<file path="config.mk">
export PLATFORM = sky130hd
export DESIGN_NAME = status_indicator
export DESIGN_NICKNAME = d
export VERILOG_FILES = /design/src/rtl/sync2.v /design/src/rtl/blink_gen.v /design/src/rtl/status_indicator.v
export VERILOG_INCLUDE_DIRS = /design/src /design/src/rtl
export SDC_FILE = /design/constraint.sdc
export NUM_CORES = 1
export LEC_CHECK = 0
export BUFFER_PORTS_ARGS = -buffer_cell sky130_fd_sc_hd__clkbuf_2
export CAP_MARGIN = 30
export CORE_ASPECT_RATIO = 1.4
export CORE_MARGIN = 3
export CORE_UTILIZATION = 55
export CTS_BUF_LIST = sky130_fd_sc_hd__clkbuf_16
export CTS_CLUSTER_DIAMETER = 60
export DETAILED_ROUTE_END_ITERATION = 10
export PLACE_DENSITY = 0.83
export RECOVER_POWER = 100
export SLEW_MARGIN = 5
export SYNTH_ARGS = -nofsm -noshare
export SYNTH_HDL_FRONTEND = slang
export SYNTH_SLANG_ARGS = --single-unit
export TNS_END_PERCENT = 10
</file>
<file path="constraint.sdc">
create_clock -name ref_clk -period 2.9 [get_ports ref_clk]
set_input_delay 0.435 -clock ref_clk [delete_from_list [all_inputs] [get_ports ref_clk]]
set_output_delay 0.435 -clock ref_clk [all_outputs]
set_load 0.005 [all_outputs]
</file>
<file path="src/rtl/indicator_defs.vh">
// Purpose: Constants for the scanner status indicator block
// Assumes: 100 MHz ref_clk
// Notes:   Included by blink_gen, status_indicator, the monitor and the bench top; not by sync2
`ifndef INDICATOR_DEFS_VH
`define INDICATOR_DEFS_VH

// Operating modes
`define MODE_START        3'h0
`define MODE_READING      3'h1
`define MODE_PERCENT      3'h2
`define MODE_READ_RATE    3'h3
`define MODE_PROFILE      3'h4
`define MODE_AUTOSETUP    3'h5

// Trigger sources
`define TRIG_REFLECTOR    2'h0
`define TRIG_SENSOR       2'h1
`define TRIG_FREE_RUN     2'h2
`define TRIG_HOST_CMD     2'h3

// Switching output event functions
`define EVT_NONE          3'h0
`define EVT_GOOD_READ     3'h1
`define EVT_NO_READ       3'h2
`define EVT_MATCH         3'h3
`define EVT_NO_MATCH      3'h4
`define EVT_INTERVAL      3'h5
`define EVT_TEACH_DONE    3'h6

// Beeper function reset value: good read
`define BEEP_FN_RESET     3'h1

// Read-rate thresholds in percent
`define RATE_LOW          7'h1E
`define RATE_MID          7'h46
`define RATE_HIGH         7'h5A

// Reflector polling: lamp on one scan in this many
`define POLL_SCAN_DIV     5'h14

// Timing
`define CLK_HZ            100000000
`define BLINK_SLOW_HZ     2
`define BLINK_FAST_HZ     5
`define DATA_FLICKER_HZ   20
`define BEEP_PULSE_MS     50

`endif

</file>
<file path="src/rtl/sync2.v">
// Purpose: Two flip-flop synchroniser for pin inputs
// Assumes: Single clock ref_clk, synchronous reset
// Notes:   First stage read only by second stage
`timescale 1ns/1ns
module sync2 #(
	parameter WIDTH = 1
) (
	ref_clk,
	rst,
	d,
	q
);
	input  wire             ref_clk;
	input  wire             rst;
	input  wire [WIDTH-1:0] d;
	output reg  [WIDTH-1:0] q;

	reg [WIDTH-1:0] meta_reg;

	always @(posedge ref_clk) begin
		if (rst) begin
			meta_reg <= {WIDTH{1'b0}};
			q        <= {WIDTH{1'b0}};
		end else begin
			meta_reg <= d;
			q        <= meta_reg;
		end
	end
endmodule

</file>
<file path="src/rtl/blink_gen.v">
// Purpose: Square wave at a set frequency, about equal on and off
// Assumes: ref_clk at CLK_FREQ
// Notes:   Toggles every half period
`timescale 1ns/1ns
`include "indicator_defs.vh"
module blink_gen #(
	parameter FREQ_HZ  = 2,
	parameter CNT_W    = 26,
	parameter CLK_FREQ = `CLK_HZ
) (
	ref_clk,
	rst,
	wave
);
	input  wire ref_clk;
	input  wire rst;
	output reg  wave;

	localparam integer HALF = CLK_FREQ / (2 * FREQ_HZ);
	localparam [CNT_W-1:0] HALF_M1 = HALF[CNT_W-1:0] - 1'b1;

	reg [CNT_W-1:0] cnt_reg;

	always @(posedge ref_clk) begin
		if (rst) begin
			cnt_reg <= {CNT_W{1'b0}};
			wave    <= 1'b0;
		end else if (cnt_reg == HALF_M1) begin
			cnt_reg <= {CNT_W{1'b0}};
			wave    <= ~wave;
		end else begin
			cnt_reg <= cnt_reg + 1'b1;
		end
	end
endmodule

</file>
<file path="src/rtl/status_indicator.v">
// Purpose: Status lamps, trigger, teach and switching outputs of a reader
// Assumes: Mode, decode and host events come from logic on ref_clk;
//          sensor_1_in and sensor_2_in are pins
// Notes:
`timescale 1ns/1ns
`include "indicator_defs.vh"
module status_indicator #(
	parameter BEEP_CYCLES = `CLK_HZ / 1000 * `BEEP_PULSE_MS,
	parameter CLK_FREQ    = `CLK_HZ
) (
	ref_clk,
	rst,
	mode,
	self_test_ok,
	profile_wait_done,
	trig_sel,
	continuous_read,
	sensor_1_in,
	sensor_2_in,
	host_trig_start,
	host_trig_stop,
	scan_tick,
	decode_done,
	decode_good,
	match_enable,
	match_hit,
	read_rate,
	host_tx_busy,
	result_fn_0,
	result_fn_1,
	result_fn_2,
	beep_fn,
	error_status_en,
	reflector_seen,
	ready_lamp,
	laser_lamp,
	result_lamp,
	data_lamp,
	laser_on,
	reading_interval,
	teach_req,
	result_out,
	beep_out,
	error_status_field
);
	input  wire       ref_clk;
	input  wire       rst;
	input  wire [2:0] mode;
	input  wire       self_test_ok;
	input  wire       profile_wait_done;
	input  wire [1:0] trig_sel;
	input  wire       continuous_read;
	input  wire       sensor_1_in;
	input  wire       sensor_2_in;
	input  wire       host_trig_start;
	input  wire       host_trig_stop;
	input  wire       scan_tick;
	input  wire       decode_done;
	input  wire       decode_good;
	input  wire       match_enable;
	input  wire       match_hit;
	input  wire [6:0] read_rate;
	input  wire       host_tx_busy;
	input  wire [2:0] result_fn_0;
	input  wire [2:0] result_fn_1;
	input  wire [2:0] result_fn_2;
	input  wire [2:0] beep_fn;
	input  wire       error_status_en;
	input  wire       reflector_seen;
	output reg        ready_lamp;
	output reg        laser_lamp;
	output reg        result_lamp;
	output reg        data_lamp;
	output reg        laser_on;
	output reg        reading_interval;
	output reg        teach_req;
	output reg  [2:0] result_out;
	output reg        beep_out;
	output reg        error_status_field;

	localparam BEEP_W = 24;
	localparam [BEEP_W-1:0] BEEP_LEN = BEEP_CYCLES[BEEP_W-1:0];

	////////////////////////////////////////////////////////////////////////
	// Pin synchronisers and blink sources
	wire sensor_1_s;
	wire sensor_2_s;
	wire blink_slow;
	wire blink_fast;
	wire flicker;

	sync2 #(.WIDTH(2)) u_sync (
		.ref_clk (ref_clk),
		.rst     (rst),
		.d       ({sensor_2_in, sensor_1_in}),
		.q       ({sensor_2_s, sensor_1_s})
	);

	blink_gen #(.FREQ_HZ(`BLINK_SLOW_HZ), .CLK_FREQ(CLK_FREQ)) u_slow (
		.ref_clk (ref_clk),
		.rst     (rst),
		.wave    (blink_slow)
	);

	blink_gen #(.FREQ_HZ(`BLINK_FAST_HZ), .CLK_FREQ(CLK_FREQ)) u_fast (
		.ref_clk (ref_clk),
		.rst     (rst),
		.wave    (blink_fast)
	);

	blink_gen #(.FREQ_HZ(`DATA_FLICKER_HZ), .CLK_FREQ(CLK_FREQ)) u_flick (
		.ref_clk (ref_clk),
		.rst     (rst),
		.wave    (flicker)
	);

	////////////////////////////////////////////////////////////////////////
	// Mode decode
	wire in_reading = (mode == `MODE_READING);
	wire in_eval    = (mode == `MODE_PERCENT) || (mode == `MODE_READ_RATE);
	wire in_free    = (mode == `MODE_PROFILE) || (mode == `MODE_AUTOSETUP);
	wire in_start   = (mode == `MODE_START);
	wire free_trig  = (trig_sel == `TRIG_FREE_RUN) || continuous_read;

	////////////////////////////////////////////////////////////////////////
	// Reading interval
	reg sensor_1_d_reg;
	reg sensor_2_d_reg;
	reg interval_next;
	reg interval_d_reg;

	always @* begin
		interval_next = reading_interval;
		if (!in_reading)
			interval_next = 1'b0;
		else begin
			case (trig_sel)
			`TRIG_REFLECTOR: interval_next = ~reflector_seen;
			`TRIG_SENSOR:    interval_next = sensor_1_s;
			`TRIG_FREE_RUN:  interval_next = 1'b1;
			`TRIG_HOST_CMD: begin
				if (host_trig_start)
					interval_next = 1'b1;
				else if (host_trig_stop)
					interval_next = 1'b0;
			end
			default:         interval_next = 1'b0;
			endcase
			if (continuous_read)
				interval_next = 1'b1;
		end
	end

	wire interval_end = interval_d_reg && !reading_interval;

	always @(posedge ref_clk) begin
		if (rst) begin
			reading_interval <= 1'b0;
			interval_d_reg   <= 1'b0;
			sensor_1_d_reg   <= 1'b0;
			sensor_2_d_reg   <= 1'b0;
			teach_req        <= 1'b0;
		end else begin
			reading_interval <= interval_next;
			interval_d_reg   <= reading_interval;
			sensor_1_d_reg   <= sensor_1_s;
			sensor_2_d_reg   <= sensor_2_s;
			teach_req        <= sensor_2_s && !sensor_2_d_reg;
		end
	end

	////////////////////////////////////////////////////////////////////////
	// Laser and emitter lamp
	reg [4:0] scan_cnt_reg;
	always @(posedge ref_clk) begin
		if (rst)
			scan_cnt_reg <= 5'h00;
		else if (scan_tick) begin
			if (scan_cnt_reg == `POLL_SCAN_DIV - 5'h01)
				scan_cnt_reg <= 5'h00;
			else
				scan_cnt_reg <= scan_cnt_reg + 5'h01;
		end
	end

	reg laser_next;
	reg laser_lamp_next;

	always @* begin
		laser_next      = 1'b0;
		laser_lamp_next = 1'b0;
		if (in_start) begin
			laser_next      = !profile_wait_done;
			laser_lamp_next = !profile_wait_done;
		end else if (in_eval || in_free) begin
			laser_next      = 1'b1;
			laser_lamp_next = 1'b1;
		end else if (in_reading) begin
			if (free_trig) begin
				laser_next      = 1'b1;
				laser_lamp_next = 1'b1;
			end else if (trig_sel == `TRIG_REFLECTOR
					&& !reading_interval) begin
				laser_next      = 1'b1;
				laser_lamp_next = (scan_cnt_reg == 5'h00);
			end else begin
				laser_next      = reading_interval;
				laser_lamp_next = reading_interval;
			end
		end
	end

	always @(posedge ref_clk) begin
		if (rst) begin
			laser_on   <= 1'b0;
			laser_lamp <= 1'b0;
		end else begin
			laser_on   <= laser_next;
			laser_lamp <= laser_lamp_next;
		end
	end

	////////////////////////////////////////////////////////////////////////
	// Outcome lamp
	wire good_ok = decode_done && decode_good
		&& (!match_enable || match_hit);
	reg  hold_reg;
	reg  arm_reg;
	reg  result_next;
	// Lamp holds until the end of the pulse after the good read
	always @(posedge ref_clk) begin
		if (rst || !in_reading) begin
			hold_reg <= 1'b0;
			arm_reg  <= 1'b0;
		end else if (good_ok) begin
			hold_reg <= 1'b1;
			arm_reg  <= 1'b0;
		end else if (hold_reg && reading_interval && !interval_d_reg)
			arm_reg  <= 1'b1;
		else if (hold_reg && arm_reg && interval_end) begin
			hold_reg <= 1'b0;
			arm_reg  <= 1'b0;
		end
	end

	always @* begin
		result_next = 1'b0;
		if (in_eval) begin
			if (read_rate > `RATE_HIGH)
				result_next = 1'b1;
			else if (read_rate >= `RATE_MID)
				result_next = blink_fast;
			else if (read_rate >= `RATE_LOW)
				result_next = blink_slow;
		end else if (in_reading)
			result_next = hold_reg;
	end

	////////////////////////////////////////////////////////////////////////
	// Switching outputs, beeper, status lamps
	function evt_sel;
		input [2:0] fn;
		input       done;
		input       good;
		input       hit;
		input       ivl;
		input       teach;
		begin
			case (fn)
			`EVT_GOOD_READ:  evt_sel = done && good;
			`EVT_NO_READ:    evt_sel = done && !good;
			`EVT_MATCH:      evt_sel = done && good && hit;
			`EVT_NO_MATCH:   evt_sel = done && good && !hit;
			`EVT_INTERVAL:   evt_sel = ivl;
			`EVT_TEACH_DONE: evt_sel = teach;
			default:         evt_sel = 1'b0;
			endcase
		end
	endfunction

	reg [BEEP_W-1:0] beep_cnt_reg;
	wire beep_hit = evt_sel(beep_fn, decode_done, decode_good, match_hit,
		1'b0, teach_req);

	always @(posedge ref_clk) begin
		if (rst) begin
			result_out         <= 3'h0;
			beep_cnt_reg       <= {BEEP_W{1'b0}};
			beep_out           <= 1'b0;
			ready_lamp         <= 1'b0;
			data_lamp          <= 1'b0;
			result_lamp        <= 1'b0;
			error_status_field <= 1'b0;
		end else begin
			// No switching output signals in evaluation modes
			result_out[0] <= in_reading && evt_sel(result_fn_0,
				decode_done, decode_good, match_hit,
				reading_interval, teach_req);
			result_out[1] <= in_reading && evt_sel(result_fn_1,
				decode_done, decode_good, match_hit,
				reading_interval, teach_req);
			result_out[2] <= in_reading && evt_sel(result_fn_2,
				decode_done, decode_good, match_hit,
				reading_interval, teach_req);
			if (in_reading && beep_hit)
				beep_cnt_reg <= BEEP_LEN;
			else if (beep_cnt_reg != {BEEP_W{1'b0}})
				beep_cnt_reg <= beep_cnt_reg - 1'b1;
			beep_out    <= (beep_cnt_reg != {BEEP_W{1'b0}});
			ready_lamp  <= in_reading && self_test_ok
				&& profile_wait_done;
			data_lamp   <= host_tx_busy && flicker;
			result_lamp <= result_next;
			error_status_field <= error_status_en && (decode_done
				? !decode_good : error_status_field);
		end
	end
endmodule

</file>
==> results of run 1 <==
==> power breakdown <==
group          switching, mW  leakage (nW)  internal, mW  total [mW]
clock                  0.822         0.278          1.19        2.01
combinational          0.769          1.21         0.518        1.29
sequential             0.164          1.05          1.96        2.13
total                   1.75          2.54          3.67        5.42
==> worst max-delay path, delay by kind of cell, from the launching register on <==
kind / cells / cell delay, ns
AO/OA/AOI/OAI: 1 / 0.21
flip-flops: 1 / 0.33
AND/OR/NAND/NOR: 4 / 1.92
==> per-stage QoR <==
stage	setup slack, ns	util, %
after global placement	0.551	60.0
after global routing	0.236	65.0
after CTS	0.544	65.4
after detailed placement	0.487	60.0
after floorplan	0.721	-
final	0.355	65.0
==> how the worst max path moves through the flow <==
| stage | start | to | depth (start not counted) |
|---|---|---|---|
| 6_report | beep_cnt_reg[15]$_SDFFE_PP0P_ | beep_cnt_reg[1]$_SDFFE_PP0P_ | 5 |
| 5_1_grt | beep_cnt_reg[15]$_SDFFE_PP0P_ | beep_cnt_reg[18]$_SDFFE_PP0P_ | 5 |
| 4_1_cts | beep_cnt_reg[4]$_SDFFE_PP0P_ | beep_cnt_reg[17]$_SDFFE_PP0P_ | 5 |
| 3_5_place_dp | decode_done | beep_cnt_reg[23]$_SDFFE_PP0P_ | 6 |
| 3_3_place_gp | decode_done | beep_cnt_reg[23]$_SDFFE_PP0P_ | 6 |
| 2_1_floorplan | beep_cnt_reg[15]$_SDFFE_PP0P_ | beep_cnt_reg[18]$_SDFFE_PP0P_ | 6 |
==> cells in the final DEF (no fill, tap or decap), types with 7 or more instances in the layout <==
cell	netlist	final
clkbuf_16	0	17
xor2_1	65	65
dfxtp_1	130	130
clkbuf_1	22	11
a21oi_1	24	24
or3_1	11	11
inv_1	16	18
ha_1	7	7
o21ai_0	14	14
nor2b_1	13	13
xnor2_1	23	23
nand2_1	42	42
and4_1	10	10
nand4_1	30	30
clkbuf_2	0	43
nor4_1	18	19
nand3_1	36	36
nor3_1	17	17
nor2_1	120	120
and3_1	11	11
==> cell type report <==
class | instances | share of cell area (%)
flip-flops and latches | 130 | 38.5
clock inverters | 15 | 2.02
clock buffers | 17 | 6.29
well taps | 138 | 2.55
multi-input cells | 514 | 45.9
repair buffers | 55 | 3.90
inverters | 16 | 0.888
==> cells by family after synthesis <==
logic type / count (synthesis)
buffers and inverters: 43
XOR/XNOR: 88
AND/OR/NAND/NOR: 346
multiplexers: 2
adder cells (fa/ha/maj): 7
flip-flops: 130
AO/OA/AOI/OAI: 71
==> routing by layer <==
| layer | vias up | share of wire, % |
|---|---|---|
| met1 | 2375 | 41 |
| met4 | 0 | 2.6 |
| met2 | 146 | 51 |
| met5 | - | 0 |
| li1 | 2498 | - |
| met3 | 31 | 4.9 |
==> metrics.md, run 1 <==
| Metric | Value |
|---|---|
| Hold buffers post-CTS | `0` |
| Clock root buffer | `clkbuf_16` |
| Top cells by area, synth | `dfxtp_1, xor2_1, nor2_1, xnor2_1, nand4_1` |
| DR WL/cell | `14.5 microns` |
| Nets | `782` |
| Most instantiated cells after synthesis | `dfxtp_1, nor2_1, xor2_1` |
| Via Count | `between 5k and 6k` |
| CP cell instances | `or4_1 -> or4_4 -> nor3_2 -> nor2b_1 -> a211oi_2` |
| Actual slew at the worst max-slew pin | `1.10 ns` |
| Min Clock Period, post-route | `2.55 ns` |
| Worst r2r dst | `beep_cnt_reg[1]$_SDFFE_PP0P_` |
| Hold Path Sink | `ready_lamp$_SDFF_PP0_` |
| WP data required | `3.23 ns` |
| DP HPWL | `between 8 and 9 mm` |
| Total leakage power | `2.54 nW` |
| Die W | `just over 90 microns` |
| Placer Congestion | `0.830` |
| Largest net degree at the start of global routing | `27` |
| Synth Instances | `roughly 690` |
| Hold path start | `self_test_ok` |
| Post-CTS Repair Setup Buffers | `0` |
| Synthesis-to-finish area growth | `14.7%` |
| Global-route wire length before repair | `21.8 mm` |
| Worst hold path depth | `3` |
| Fraction of layout cells with a size suffix above 1 | `11.2%` |
| Simple-gate share of the synthesized area | `30.5%` |
| Most used routing layer | `met2` |
| Sequential cell area | `between 2000 and 3000 sq um` |
| Layout Skew | `~0.0069 ns` |
| Hold Crit Class | `in2reg` |
| Post-synth net total | `735` |
| Die area | `around 12,000 sq um` |
| Critical Path Max Stage Delay | `roughly 0.62 ns` |
| Post-synth top area cell | `dfxtp_1` |
| Most common cell in the netlist | `dfxtp_1` |
| Ys async rst share | `0%` |
| Design Area, Final | `6760 sq um` |
| Mapped cell area | `5900 sq um` |
| I/O pins | `53` |
| # rows | `44` |
| Worst skew pair latency | `0.41 ns` |
| Antenna diodes | `0` |
| Reg2reg path depth | `5` |
| Total GRT Usage | `22.3%` |
| Yosys reg bits | `130` |
| Yosys top cell area share | `44.1%` |
| Post-Place Cells | `853` |
| Final setup vio count | `0` |
| Synth warn | `0` |
| XOR/XNOR Fraction of Synth Area | `13.1%` |
| VDD IR max | `455 uV` |
| Fillers | `~830` |
| Post-DRT Antenna Nets | `0` |
| Remaining DRCs | `0` |
| Core box area | `10,400 sq um` |
| Tot Pwr | `5.42 mW` |
| Hold Slack | `between 0.2 and 0.25 ns` |
| Worst R2R Setup Slack | `0.35 ns` |
| Reg-to-Reg Start | `beep_cnt_reg[15]$_SDFFE_PP0P_` |
| Initial antenna violation count | `0` |
| Chip Height | `about 130 microns` |
| GRT overflow | `0` |
| Yosys cell types | `55` |
| Initial DRC count | `223` |
| Reg clk slew, reported paths | `around 0.060 ns` |
| Post-Layout Cell Count | `~890` |
| Area of the multi-input gates | `3100 sq um` |
| CTS tree | `yes` |
| Detailed Route WL | `~13 mm` |
| CP Capture Type | `flip-flop` |
| Post-CTS resize count | `0` |
| Clock Path Buffers | `2` |
| Slew Viols, Final | `0` |
| Clock buffer count from CTS | `17` |
| Startpoint types | `flip-flop` |
| Slowest CP cell | `or4_4` |
| Met3 usage | `6.32%` |
| Post-synth EDFFs | `0` |
| Outcome | `completed` |
| CTS Sinks | `130` |
| Part of the Yosys area used for sequential elements | `roughly 44%` |
| Pwr Density | `802 nW/um^2` |
| Main combinational cell family by area after synthesis | `simple AND/OR/NAND/NOR gates` |
| Port buffer count | `52` |
| Placed Area | `about 6200 sq um` |
| Synth Area in Compound Gates | `7.57%` |
| Crit path DAT | `about 2.9 ns` |
| Vias per cell | `~5.7` |
| Crit Path Class | `reg2reg` |
| CTS H-tree lvls | `4` |
| Max Fanout on Critical Path | `10` |
| Met2 global-route usage | `between 30% and 40%` |
| Synth Area in Adders | `1.48%` |
| Initial Util | `56.7%` |
| Syn avg cell area | `8.59 sq um` |
| RSZ-0062 raised after global routing | `false` |
| Proportion of synthesized area in mux cells | `0.339%` |
| Ys flop type | `dfxtp_1` |
| Setup tns final | `0 ns` |
| Final-report hold violation count | `0` |
| Vias in the first global route | `5,019` |
| Fmax | `0.393 GHz` |
| Met1 Track Usage GR | `a little under a quarter` |
| First-pass detailed-route iteration total | `5` |
| Number of max-cap violations | `0` |
| Max-Slew Margin vs Limit | `between 20% and 30%` |
| Fin crit share | `87.8%` |
Note: power is estimated with default switching activity, not from simulation.
==> run 2, diff against run 1 <==
--- a/config.mk
+++ b/config.mk
@@ -14,10 +14,11 @@
 export CTS_BUF_LIST = sky130_fd_sc_hd__clkbuf_16
 export CTS_CLUSTER_DIAMETER = 60
 export DETAILED_ROUTE_END_ITERATION = 10
-export PLACE_DENSITY = 0.83
+export PLACE_DENSITY = 0.82
 export RECOVER_POWER = 100
 export SLEW_MARGIN = 5
 export SYNTH_ARGS = -nofsm -noshare
 export SYNTH_HDL_FRONTEND = slang
+export SYNTH_HIERARCHICAL = 1
 export SYNTH_SLANG_ARGS = --single-unit
 export TNS_END_PERCENT = 10
==> constraint.sdc (replaced) <==
create_clock -name ref_clk -period 2.5 [get_ports ref_clk]
set_input_delay 0.375 -clock ref_clk [delete_from_list [all_inputs] [get_ports ref_clk]]
set_output_delay 0.375 -clock ref_clk [all_outputs]
set_load 0.005 [all_outputs]
==> run 2 against run 1 <==
Synthesized cell count increased by 4.9%; non-clock buffer count up 9; via count is 15% higher; total power rose by 19%; worst hold slack got worse by 0.045 ns; cell area up 5.9%; synthesized area is 6.1% higher; first-iteration DRC count is 32% higher; critical path type unchanged; critical path depth stayed put.
==> metrics.md, run 2 <==
| Metric | Value |
|---|---|
| Synth warn | `6` |
| Min Clock Period, post-route | `2.36 ns` |
| Worst skew pair latency | `0.41 ns` |
| Via Count | `just under 6k` |
| VDD IR max | `a little under 600 uV` |
| Initial Util | `57.0%` |
| Syn avg cell area | `8.68 sq um` |
| I/O pins | `53` |
| Initial DRC count | `294` |
| Chip Height | `132 microns` |
| Actual slew at the worst max-slew pin | `roughly 1.3 ns` |
| Pwr Density | `899 nW/um^2` |
| CP Capture Type | `flip-flop` |
| Number of max-cap violations | `0` |
| Clock buffer count from CTS | `17` |
| Synthesis-to-finish area growth | `14.5%` |
| Hold buffers post-CTS | `0` |
| Crit Path Class | `reg2reg` |
| Ys async rst share | `0%` |
| Fin crit share | `94.6%` |
| Part of the Yosys area used for sequential elements | `41.6%` |
| WP data required | `about 2.9 ns` |
| Post-CTS Repair Setup Buffers | `0` |
| Synth Instances | `721` |
| Core box area | `11,000 sq um` |
| Reg clk slew, reported paths | `0.06 ns` |
| CTS Sinks | `130` |
| RSZ-0062 raised after global routing | `false` |
| Mapped cell area | `roughly 6300 sq um` |
| Most common library cell in the layout ignoring fill and taps | `dfxtp_1` |
| CTS H-tree lvls | `4` |
| Setup WS post-layout | `0.135 ns` |
| Post-synth EDFFs | `0` |
| DP HPWL | `9.93 mm` |
| Startpoint types | `flip-flop` |
| Total leakage power | `2.56 nW` |
| Final-report hold violation count | `0` |
| Crit path DAT | `2.71 ns` |
| Post-CTS resize count | `0` |
| Hold Crit Class | `in2reg` |
| Yosys top cell area share | `41.6%` |
| Post-DRT Antenna Nets | `0` |
| Dpl ws | `between 0.15 and 0.2 ns` |
| Most instantiated cells after synthesis | `dfxtp_1, nor2_1, a21oi_1` |
| Outcome | `completed` |
| Yosys reg bits | `130` |
| Placer Congestion | `roughly 0.86` |
| Yosys cell types | `between 60 and 70` |
| Global-route wire length before repair | `24.0 mm` |
| First-pass detailed-route iteration total | `5` |
| Post-synth top area cell | `dfxtp_1` |
| Die W | `slightly below 100 microns` |
| Vias per cell | `6.22` |
| Largest net degree at the start of global routing | `28` |
| Max-Slew Margin vs Limit | `a little under an eighth` |
| Layout Skew | `0.0120 ns` |
| Most common cell in the netlist | `dfxtp_1` |
| Fmax | `0.423 GHz` |
| DR WL/cell | `approximately 15 microns` |
| Max Fanout on Critical Path | `8` |
| Total GRT Usage | `23.1%` |
| Vias in the first global route | `about 5.5k` |
| Most frequent cells in the layout | `dfxtp_1, nor2_1, a21oi_1` |
| Nets | `825` |
| Port buffer count | `52` |
| Detailed Route WL | `around 14 mm` |
| Slew Viols, Final | `0` |
| CTS tree | `yes` |
| Initial antenna violation count | `0` |
| Die area | `roughly 13,000 sq um` |
| Ys flop type | `dfxtp_1` |
| Clock root buffer | `clkbuf_16` |
| Post-synth net total | `768` |
| Setup tns final | `0 ns` |
| # rows | `45` |
| GRT overflow | `0` |
| Post-layout util | `65.2%` |
| Antenna diodes | `0` |
| Fraction of layout cells with a size suffix above 1 | `13.3%` |
| Remaining DRCs | `0` |
| Top cells by area, synth | `dfxtp_1, a21oi_1, nor2_1, xor2_1, or4_1` |
| Clock Path Buffers | `2` |
| Final setup vio count | `0` |
run 2: changes by cell type after synthesis, moves of 7 or more:
cell	delta
xor2_1	-37
clkbuf_1	-14
a21oi_1	+40
buf_2	+7
or3_1	+15
o21ai_0	+18
nor2_1	-43
o31ai_1	+15
or4_1	+19
run 2: report_power, final:
part           switching [mW]  total [mW]  internal (mW)
Sequential              0.195        2.46           2.26
Combinational           0.946        1.63          0.685
Clock                   0.895        2.35           1.45
Total                    2.04        6.44           4.40
run 2: worst max-delay path: stages, from the launching register on:
cell and delay (ns):
dfxtp_1 0.34, or4_4 0.55, or3_4 0.40, or2_0 0.33
or4b_1 0.55, a21oi_1 0.14
run 2: cell type report:
class                      count  area (sq um)
fill                         884          3820
multi-input combinational    547          3410
sequential                   130          2600
clock buffer                  17           425
timing repair buffer          64           337
tap                          141           176
clock inverter                15           145
inverter                      18          67.6
run 2: metrics by stage:
stage	hold slack (ns)	cell area, sq um	power, mW	cells
after floorplan	0.367	6260	3.72	721
after global placement	0.373	6640	4.11	900
after detailed placement	0.382	6640	4.21	900
after CTS	0.163	7210	6.58	932
after global routing	0.188	7160	6.80	932
final	0.173	7160	6.44	932
run 2: final timing paths:
path                                 from                             to  slack, ns  depth (start not counted)
min                           sensor_2_in  u_sync/meta_reg[1]$_SDFF_PP0_       0.17                          2
max reg2reg  beep_cnt_reg[8]$_SDFFE_PP0P_  beep_cnt_reg[17]$_SDFFE_PP0P_       0.14                          5
min reg2reg     sensor_2_d_reg$_SDFF_PP0_           teach_req$_SDFF_PP0_       0.38                          1
max          beep_cnt_reg[8]$_SDFFE_PP0P_  beep_cnt_reg[17]$_SDFFE_PP0P_       0.14                          5
run 2: kinds of logic (layout without fill, tap and decap cells):
kind of cell,Yosys count,after routing,synth area share (%)
DFF,130,130,41.6
xor gates and xnor gates,45,45,6.30
muxes,2,2,0.320
buffers and inverters,44,114,3.52
and+or+nand+nor,340,340,32.0
AOI/OAI and AO/OA,154,154,15.1
adders and majority gates,6,6,1.20
run 2: metal layers:
layer  wire, microns  vias up  global-route usage (%)  share of wire [%]
li1                -     2805                       -                  -
met1            5890     2745                    25.0                 41
met2            7320      204                    40.9                 51
met3             824       47                    6.62                5.7
met4             352        0                    9.73                2.4
met5               0        -                       0                  0
